<file path="config.mk">
export PLATFORM = sky130hd
export DESIGN_NAME = adcrb_regs
export DESIGN_NICKNAME = d
export VERILOG_FILES = /design/src/core/adcrb_pkg.sv /design/src/core/adcrb_clk_div.sv /design/src/core/adcrb_regs.sv
export SDC_FILE = /design/constraint.sdc
export NUM_CORES = 1
export LEC_CHECK = 0
export ABC_AREA = 0
export BUFFER_PORTS_ARGS = -buffer_cell sky130_fd_sc_hd__buf_4
export CORE_ASPECT_RATIO = 0.75
export CORE_MARGIN = 4
export CORE_UTILIZATION = 48
export DETAILED_ROUTE_END_ITERATION = 12
export PLACE_DENSITY = 0.79
export SETUP_SLACK_MARGIN = 0.2
export SKIP_CTS_REPAIR_TIMING = 1
export SLEW_MARGIN = 20
export SYNTH_ARGS = -nofsm -noshare
export SYNTH_HDL_FRONTEND = slang
export SYNTH_SLANG_ARGS = --single-unit
export TNS_END_PERCENT = 1
</file>
<file path="constraint.sdc">
create_clock -name core_clk -period 2.4 [get_ports core_clk]
set_input_delay 0.12 -clock core_clk [delete_from_list [all_inputs] [get_ports core_clk]]
set_output_delay 0.12 -clock core_clk [all_outputs]
set_load 0.005 [all_outputs]
</file>
<file path="src/core/adcrb_pkg.sv">
package adcrb_pkg;
    // ----------------------------------------
    // register addresses and reset values
    // ----------------------------------------
    localparam logic [15:0] REG1_ADDR = 16'h0001;
    localparam logic [15:0] REG2_ADDR = 16'h0002;
    localparam logic [15:0] REG1_RST = 16'h001A;
    localparam logic [15:0] REG2_RST = 16'h009B;
    // ----------------------------------------
    // filter_and_readback_control fields
    // ----------------------------------------
    localparam int B_COEF_LOAD = 15;
    localparam int B_RD_OVR = 14;
    localparam int B_RD_GAIN = 13;
    localparam int B_RD_OFF = 12;
    localparam int B_RD_STAT = 11;
    localparam int B_SYNC = 9;
    localparam int B_TAP_HI = 8;
    localparam int B_TAP_LO = 5;
    localparam int B_FIR_USE = 4;
    localparam int B_F1_USE = 3;
    localparam int B_DEC_HI = 2;
    localparam int B_ONESHOT_LO = 9;
    localparam logic [2:0] DEC_MAX = 3'h5;
    // ----------------------------------------
    // clock_and_power_control fields
    // ----------------------------------------
    localparam int B_CLK_HALVE = 5;
    localparam int B_CHIP_SLEEP = 3;
    localparam int B_ECONOMY = 2;
    localparam int B_AMP_SLEEP = 0;
    // ----------------------------------------
    // coefficient download
    // ----------------------------------------
    localparam logic [5:0] MAX_COEF = 6'h30;
    localparam logic [5:0] COEF_STEP = 6'h06;
    localparam int STATUS_GOOD_BIT = 7;
    localparam int CLK_PERIOD_NS = 100;
    // half an internal clock period per unused slot, slowest case mclk/2
    localparam int FILL_NS = CLK_PERIOD_NS;
    localparam int FILL_CYC = (FILL_NS + CLK_PERIOD_NS - 1) / CLK_PERIOD_NS;
    // ----------------------------------------
    // write sequencer states
    // ----------------------------------------
    typedef enum logic [2:0] {
        ST_ADDR, ST_DATA, ST_COEF_HI, ST_COEF_LO, ST_CSUM, ST_FILL
    } adcrb_state_t;
endpackage

</file>
<file path="src/core/adcrb_clk_div.sv">
`timescale 1ns/100ps
`default_nettype none
module adcrb_clk_div (
    // clock and reset
    input wire logic core_clk,
    input wire logic rstn,
    // divide select, 1 gives full rate
    input wire logic clock_halve_select,
    // internal clock tick
    output logic internal_clock_tick
);
    logic phase_q, phase_d, tick_q, tick_d;

    // ----------------------------------------
    // divide by one or two
    // ----------------------------------------
    always_comb begin
        phase_d = ~phase_q;
        tick_d = clock_halve_select | phase_q;
    end

    // register the divider
    always_ff @(posedge core_clk) begin
        if (!rstn) begin
            phase_q <= 1'b0;
            tick_q <= 1'b0;
        end else begin
            phase_q <= phase_d;
            tick_q <= tick_d;
        end
    end

    assign internal_clock_tick = tick_q;
endmodule // adcrb_clk_div
`default_nettype wire

</file>
<file path="src/core/adcrb_regs.sv">
// Operation
// - address word then one 16-bit data word writes the addressed register
// - first control register at 0x0001, reset value 0x001A
// - bit 15 set: following writes are coefficients, then checksum
// - bits 14-11 select overrange, gain, offset or status for next read
// - bits 15-9 clear themselves after taking effect
// - bit 9 starts synchronisation, aligning filters across devices
// - bit 4 zero bypasses the FIR stage, one uses it
// - bit 3 zero bypasses the first filter, raw modulator data
// - bits 2-0 set second filter decimation, zero bypasses, up to 32x
// - second control register at 0x0002, reset value 0x009B
// - bit 5 zero halves master clock, one passes it through
// - bit 3 puts the whole converter to sleep
// - bit 2 selects economy mode with reduced noise performance
// - bit 0 sleeps the input amplifier only
// - unused slots filled with zeros, half internal clock each; code fills one slot per master clock, a full internal clock when bit 5 is one
// - byte checksum match sets status bit 7
`timescale 1ns/100ps
`default_nettype none
module adcrb_regs
    import adcrb_pkg::*;
(
    // clock and reset
    input wire logic core_clk,
    input wire logic rstn,
    // parallel bus
    input wire logic wr_strobe,
    input wire logic [15:0] wr_data,
    input wire logic rd_strobe,
    output logic [15:0] rd_data,
    // read-back sources
    input wire logic [15:0] conv_data,
    input wire logic [15:0] ovr_value,
    input wire logic [15:0] gain_value,
    input wire logic [15:0] offset_value,
    input wire logic [15:0] status_value,
    // filter controls
    output logic [3:0] fir_tap_count,
    output logic fir_stage_use,
    output logic first_stage_use,
    output logic [2:0] decimation_select,
    output logic sync_pulse,
    // clock and power
    output logic clock_halve_select,
    output logic chip_sleep,
    output logic economy_mode,
    output logic input_amp_sleep,
    output logic internal_clock_tick,
    // coefficient store
    output logic coef_wr,
    output logic [5:0] coef_index,
    output logic [26:0] coef_value,
    output logic coef_load_good
);
    adcrb_state_t st_q, st_d;
    logic [15:0] addr_q, addr_d, reg1_q, reg1_d, reg2_q, reg2_d;
    logic [15:0] csum_q, csum_d, hi_q, hi_d, rd_q, rd_d;
    logic [5:0] left_q, left_d, idx_q, idx_d;
    logic [3:0] sel_q, sel_d;
    logic good_q, good_d, cwr_q, cwr_d;
    logic [26:0] cval_q, cval_d;
    logic w1_hit, w2_hit;

    // byte sum of one word, 16 bits wide
    function automatic logic [15:0] byte_sum(input logic [15:0] w);
        byte_sum = {8'h00, w[15:8]} + {8'h00, w[7:0]};
    endfunction

    // coefficient count from tap field, zero means full length
    function automatic logic [5:0] coef_count(input logic [3:0] f);
        if (f == 4'h0)
            coef_count = MAX_COEF;
        else
            coef_count = 6'((({3'h0, f[3:1]}) + 6'h01) * COEF_STEP);
    endfunction

    assign w1_hit = wr_strobe && st_q == ST_DATA && addr_q == REG1_ADDR;
    assign w2_hit = wr_strobe && st_q == ST_DATA && addr_q == REG2_ADDR;

    // ----------------------------------------
    // write sequencer and control registers
    // ----------------------------------------
    always_comb begin
        st_d = st_q;
        addr_d = addr_q;
        reg1_d = {7'h00, reg1_q[B_ONESHOT_LO-1:0]}; // one-shots drop
        reg2_d = reg2_q;
        csum_d = csum_q;
        hi_d = hi_q;
        left_d = left_q;
        idx_d = cwr_q ? idx_q + 6'h01 : idx_q; // next slot after every store, in any state
        good_d = good_q;
        cwr_d = 1'b0;
        cval_d = cval_q;
        case (st_q)
            ST_ADDR: begin
                if (wr_strobe) begin
                    addr_d = wr_data; // address word first
                    st_d = ST_DATA;
                end
            end
            ST_DATA: begin
                if (wr_strobe) begin
                    st_d = ST_ADDR;
                    if (addr_q == REG1_ADDR) begin
                        reg1_d = wr_data;
                        if (wr_data[B_COEF_LOAD]) begin
                            st_d = ST_COEF_HI; // download entry
                            left_d = coef_count(wr_data[B_TAP_HI:B_TAP_LO]);
                            csum_d = 16'h0000;
                            idx_d = 6'h00;
                            good_d = 1'b0;
                        end
                    end else if (addr_q == REG2_ADDR) begin
                        reg2_d = wr_data;
                    end
                end
            end
            ST_COEF_HI: begin
                if (wr_strobe) begin
                    hi_d = wr_data; // sign and upper magnitude
                    csum_d = csum_q + byte_sum(wr_data);
                    st_d = ST_COEF_LO;
                end
            end
            ST_COEF_LO: begin
                if (wr_strobe) begin
                    csum_d = csum_q + byte_sum(wr_data);
                    cval_d = {hi_q[10:0], wr_data[15:0]}; // sign, full 26-bit magnitude
                    cwr_d = 1'b1;
                    left_d = left_q - 6'h01;
                    st_d = (left_q == 6'h01) ? ST_CSUM : ST_COEF_HI;
                end
            end
            ST_CSUM: begin
                if (wr_strobe) begin
                    good_d = (wr_data == csum_q); // checksum compare
                    left_d = MAX_COEF - idx_d;
                    st_d = (idx_d == MAX_COEF) ? ST_ADDR : ST_FILL;
                end
            end
            ST_FILL: begin
                // zero one unused slot per cycle, writes ignored
                cwr_d = 1'b1;
                cval_d = 27'h000_0000;
                left_d = left_q - 6'(FILL_CYC);
                if (left_q == 6'h01)
                    st_d = ST_ADDR;
            end
            default: st_d = ST_ADDR;
        endcase
    end

    // register the sequencer
    always_ff @(posedge core_clk) begin
        if (!rstn) begin
            st_q <= ST_ADDR;
            addr_q <= 16'h0000;
            reg1_q <= REG1_RST;
            reg2_q <= REG2_RST;
            csum_q <= 16'h0000;
            hi_q <= 16'h0000;
            left_q <= 6'h00;
            idx_q <= 6'h00;
            good_q <= 1'b0;
            cwr_q <= 1'b0;
            cval_q <= 27'h000_0000;
        end else begin
            st_q <= st_d;
            addr_q <= addr_d;
            reg1_q <= reg1_d;
            reg2_q <= reg2_d;
            csum_q <= csum_d;
            hi_q <= hi_d;
            left_q <= left_d;
            idx_q <= idx_d;
            good_q <= good_d;
            cwr_q <= cwr_d;
            cval_q <= cval_d;
        end
    end

    // ----------------------------------------
    // read-back selection and read data
    // ----------------------------------------
    always_comb begin
        sel_d = sel_q;
        rd_d = rd_q;
        if (rd_strobe) begin
            sel_d = 4'h0; // selection used by this read
            if (sel_q[3])
                rd_d = ovr_value;
            else if (sel_q[2])
                rd_d = gain_value;
            else if (sel_q[1])
                rd_d = offset_value;
            else if (sel_q[0])
                rd_d = {status_value[15:8], good_q, status_value[6:0]};
            else
                rd_d = conv_data;
        end
        if (w1_hit && wr_data[B_RD_OVR:B_RD_STAT] != 4'h0)
            sel_d = wr_data[B_RD_OVR:B_RD_STAT]; // new request wins
    end

    // register the read path
    always_ff @(posedge core_clk) begin
        if (!rstn) begin
            sel_q <= 4'h0;
            rd_q <= 16'h0000;
        end else begin
            sel_q <= sel_d;
            rd_q <= rd_d;
        end
    end

    // internal clock divider
    adcrb_clk_div u_div (
        .core_clk(core_clk),
        .rstn(rstn),
        .clock_halve_select(reg2_q[B_CLK_HALVE]),
        .internal_clock_tick(internal_clock_tick)
    );

    // ----------------------------------------
    // outputs
    // ----------------------------------------
    assign rd_data = rd_q;
    assign fir_tap_count = reg1_q[B_TAP_HI:B_TAP_LO];
    assign fir_stage_use = reg1_q[B_FIR_USE];
    assign first_stage_use = reg1_q[B_F1_USE];
    assign decimation_select = reg1_q[B_DEC_HI:0];
    assign sync_pulse = reg1_q[B_SYNC];
    assign clock_halve_select = reg2_q[B_CLK_HALVE];
    assign chip_sleep = reg2_q[B_CHIP_SLEEP];
    assign economy_mode = reg2_q[B_ECONOMY];
    assign input_amp_sleep = reg2_q[B_AMP_SLEEP];
    assign coef_wr = cwr_q;
    assign coef_index = idx_q;
    assign coef_value = cval_q;
    assign coef_load_good = good_q;

    // ----------------------------------------
    // assertions
    // ----------------------------------------
    property p_addr_then_data;
        @(posedge core_clk) disable iff (!rstn)
        (wr_strobe && st_q == ST_ADDR) |=> st_q == ST_DATA ##0 addr_q == $past(wr_data);
    endproperty
    a_addr_then_data: assert property (p_addr_then_data) else $error("address word not taken");

    property p_reset_vals;
        @(posedge core_clk) $rose(rstn) |-> reg1_q == REG1_RST && reg2_q == REG2_RST;
    endproperty
    a_reset_vals: assert property (p_reset_vals) else $error("reset values wrong");

    property p_load_entry;
        @(posedge core_clk) disable iff (!rstn)
        (w1_hit && wr_data[B_COEF_LOAD]) |=> st_q == ST_COEF_HI && !good_q;
    endproperty
    a_load_entry: assert property (p_load_entry) else $error("download not entered");

    property p_sync_oneshot;
        @(posedge core_clk) disable iff (!rstn)
        (w1_hit && wr_data[B_SYNC]) |=> sync_pulse ##1 !sync_pulse;
    endproperty
    a_sync_oneshot: assert property (p_sync_oneshot) else $error("sync not one-shot");

    property p_gain_read;
        @(posedge core_clk) disable iff (!rstn)
        (rd_strobe && sel_q[2] && !sel_q[3]) |=> rd_data == $past(gain_value);
    endproperty
    a_gain_read: assert property (p_gain_read) else $error("gain not read back");

    property p_reg1_fields;
        @(posedge core_clk) disable iff (!rstn)
        w1_hit |=> decimation_select == $past(wr_data[2:0]) && fir_stage_use == $past(wr_data[B_FIR_USE])
            && first_stage_use == $past(wr_data[B_F1_USE]);
    endproperty
    a_reg1_fields: assert property (p_reg1_fields) else $error("filter fields wrong");

    property p_reg2_fields;
        @(posedge core_clk) disable iff (!rstn)
        w2_hit |=> chip_sleep == $past(wr_data[B_CHIP_SLEEP]) && economy_mode == $past(wr_data[B_ECONOMY])
            && input_amp_sleep == $past(wr_data[B_AMP_SLEEP]) && clock_halve_select == $past(wr_data[5]);
    endproperty
    a_reg2_fields: assert property (p_reg2_fields) else $error("power fields wrong");

    property p_full_rate;
        @(posedge core_clk) disable iff (!rstn)
        clock_halve_select [*3] |-> internal_clock_tick;
    endproperty
    a_full_rate: assert property (p_full_rate) else $error("internal clock not full rate");

    property p_csum;
        @(posedge core_clk) disable iff (!rstn)
        (wr_strobe && st_q == ST_CSUM) |=> coef_load_good == ($past(wr_data) == $past(csum_q));
    endproperty
    a_csum: assert property (p_csum) else $error("checksum flag wrong");

    property p_fill_bound;
        @(posedge core_clk) disable iff (!rstn)
        $rose(st_q == ST_FILL) |=> coef_wr throughout (##[0:47] st_q == ST_ADDR);
    endproperty
    a_fill_bound: assert property (p_fill_bound) else $error("fill too long");

    c_download: cover property (@(posedge core_clk) disable iff (!rstn) st_q == ST_CSUM ##1 coef_load_good);
    c_fill: cover property (@(posedge core_clk) disable iff (!rstn) st_q == ST_FILL);
    c_status_read: cover property (@(posedge core_clk) disable iff (!rstn) rd_strobe && sel_q[0]);
endmodule // adcrb_regs
`default_nettype wire

</file>
==> flow_metrics.py <==
metrics = {
    "cts": {
        "htreeDepth": 4,
        "clkSinkCount": 123,
        "cts_tree": "built",
        "cts_buffers": 17,
        "cts_buffer_depth": 2,
        "clk_pin_slew_worst_paths_ns": 0.06,
        "cts_root_buf": "clkbuf_16",
        "insertion_delay_ns": 0.41,
    },
    "route": {
        "dr.pass1.iters": 6,
        "drc_errors": 0,
        "wl_met2_mm": 9.223,
        "vias": 6508,
        "wl_per_cell_um": 17.21,
        "met3WireLength_mm": 1.902,
        "drt-vias-per-instance": 5.635,
        "drtAntennaViolNets": 0,
        "drtIter0Drc": 704,
        "maxUsedRoutingLayer": "met4",
        "met1_length_mm": 8.406,
        "finalWirelength_mm": 19.88,
    },
    "yosys": {
        "synth_edf_count": 0,
        "synth_top_cell_area_share_pct": 38.20,
        "synth-simple-area-share_pct": 21.12,
        "synth_common_cells": "nand2_1, dfxtp_1, a21oi_1",
        "syn_area_sq_um": 6446,
        "synth_compound_area_share_pct": 16.28,
        "synthArstFlopShare_pct": 0,
        "yosys.cell_count.top_type": "nand2_1",
        "syn_inst": 792,
        "synth-seq-cells": 123,
        "postSynthNetCount": 918,
        "synth.avg_cell_area_sq_um": 8.139,
        "synth_adder_area_share_pct": 6.211,
        "ys_warn_count": 0,
        "synthTopCellsByArea": "dfxtp_1, nand2_1, mux2i_1",
        "synth_top_family_by_area": "simple AND/OR/NAND/NOR gates",
        "synthDistinctLibCells": 56,
        "synth_flop_cell": "dfxtp_1",
        "ys_seq_area_share_pct": 38.20,
        "post_synth_xor_area_fraction_pct": 5.571,
        "yosysTopAreaCell": "dfxtp_1",
        "yosys-mux-area-fraction_pct": 8.851,
    },
    "global_route": {
        "grt_usage_pct": 23.84,
        "grt_antenna_before_repair": 0,
        "grt_max_degree": 35,
        "gr-total-overflow": 0,
        "grt_pass1_vias": 5865,
        "grt_first_pass_wirelength_mm": 29.32,
    },
    "sta": {
        "max_slew_margin_pct": 53.28,
        "final-setup-viol-count": 2,
        "clock_skew_ns": 0.008025,
        "final.setup.worst_slack_ns": -0.01904,
        "min_period_ns": 2.419,
        "finalHoldViolCount": 0,
        "fmaxAchievable_ghz": 0.4134,
        "period_share_pct": 100.8,
        "drv_slew": 0,
        "rsz0062_at_grt": "yes",
        "tightest_slew_ns": 0.6917,
    },
    "floorplan": {
        "die_area_sq_um": 15370,
        "pin_count": 166,
        "initial_utilization_pct": 49.35,
        "die_width_um": 141.8,
        "die_y_um": 108.4,
        "core_sq_um": 13060,
        "row_count": 36,
    },
    "worst_setup_path": {
        "regToRegStartpoint": "csum_q[2]",
        "crit_type": "register to register",
        "cp-start-kind": "register",
        "cp.required_ns": 2.70,
        "worstPathMaxFanout": 3,
        "endpoint_kind": "register",
        "cp.arrival_ns": 2.72,
        "reg2reg_setup_slack_ns": -0.02,
        "crit_start": "csum_q[2]",
    },
    "hold_path": {
        "hp-start": "wr_data[3]",
        "hp-class": "input port to register",
    },
    "power_and_ir_drop": {
        "p_leak_nw": 3.576,
        "irDropWorstVdd_mv": 0.4656,
        "powerDensity_nw_per_um2": 614.3,
    },
    "final_layout": {
        "area_growth_pct": 37.23,
        "diodes": 0,
        "final_nets": 1097,
        "drive_gt1_share_pct": 28.66,
        "fin_util_pct": 67.72,
    },
    "outcome": {
        "violations": "setup timing",
        "status": "finished with violations",
    },
    "place": {
        "io_buffers": 164,
        "hpwl_mm": 13.98,
        "preCtsSetupSlack_ns": -0.01524,
        "place.gp.congestion": 0.8869,
    },
    "job": {
        "drv_cap": 0,
    },
}
## sequential cells by signal, summed over array words and instances, names as in the netlist
register and cells:
addr_q 16, coef_index 6, coef_load_good 1, coef_value 27, coef_wr 1, csum_q 16, hi_q 11, left_q 6
rd_data 16, reg1_q 10, reg2_q 4, sel_q 4, st_q 3, u_div.internal_clock_tick 1, u_div.phase_q 1
## routing by layer
layer	up-vias	track usage [%]
li1	3112	-
met1	3067	31.93
met2	299	37.38
met3	30	6.410
met4	0	8.151
met5	-	0
## layout make-up
cell class,count,area (sq um)
clock inverter,14,160.2
tap,171,214.0
sequential,123,2470
fill,1005,4217
clock buffer,18,439.2
inverter,12,45.04
multi-input combinational,607,3938
timing repair buffer,210,1580
## critical path, cell delays in order, from the launching register on
cell       delay (ns)
dfxtp_2          0.34
fa_1             0.58
buf_4            0.13
fa_2             0.23
a21oi_4          0.08
o2111ai_4        0.23
nand2_2          0.10
nor4b_2          0.33
xnor2_1          0.21
nor2_1           0.07
## path summary, 6_finish.rpt
path / endpoint / cells after the start
setup / recovery: csum_q[11] / 9
setup reg to reg: csum_q[11] / 9
hold / removal: reg1_q[3] / 3
hold reg to reg: u_div.phase_q / 1
## cell usage in the layout (no fill, tap or decap), drive strengths merged, types with 3 or more instances in the layout
cell type,instances
a21oi,70
a22oi,16
a31oi,3
a32oi,3
and2,3
buf,210
clkbuf,18
clkinv,4
clkinvlp,3
dfxtp,123
fa,10
ha,16
inv,17
mux2i,57
nand2,169
nand2b,4
nand3,24
nand3b,5
nand4,10
nor2,63
nor2b,4
nor3,9
nor4,6
o211ai,3
o21a,3
o21ai,47
o31ai,5
or4,5
xnor2,28
xor2,13
## where the power goes
group	switching, mW	internal, mW	leakage (nW)
combinational	0.384	0.366	2.29
sequential	0.0330	2.08	1.00
clock	0.991	1.58	0.286
total	1.41	4.03	3.58
## cell families (layout without fill, tap and decap cells)
family	count (synthesis)	count (layout)
XOR/XNOR	41	41
multiplexers	57	57
buffers and inverters	62	254
AO/OA/AOI/OAI	173	173
adder cells (fa/ha/maj)	26	26
flip-flops	123	123
AND/OR/NAND/NOR	310	310
## per-stage QoR
| step | area (sq um) | total power [mW] | setup TNS [ns] | hold WS, ns | instances |
|---|---|---|---|---|---|
| global placement | 8033 | 2.795 | 0 | 0.3978 | 1119 |
| global route | 8846 | 5.615 | -0.2509 | 0.003145 | 1155 |
| floorplan | 6467 | 2.508 | 0 | 0.2383 | 792 |
| detailed placement | 8033 | 2.814 | -0.03485 | 0.3993 | 1119 |
| CTS | 8632 | 5.357 | -0.1458 | -0.0002288 | 1151 |
| finish | 8846 | 5.434 | -0.02773 | 0.006142 | 1155 |
Power figures use the tool's default switching activity.
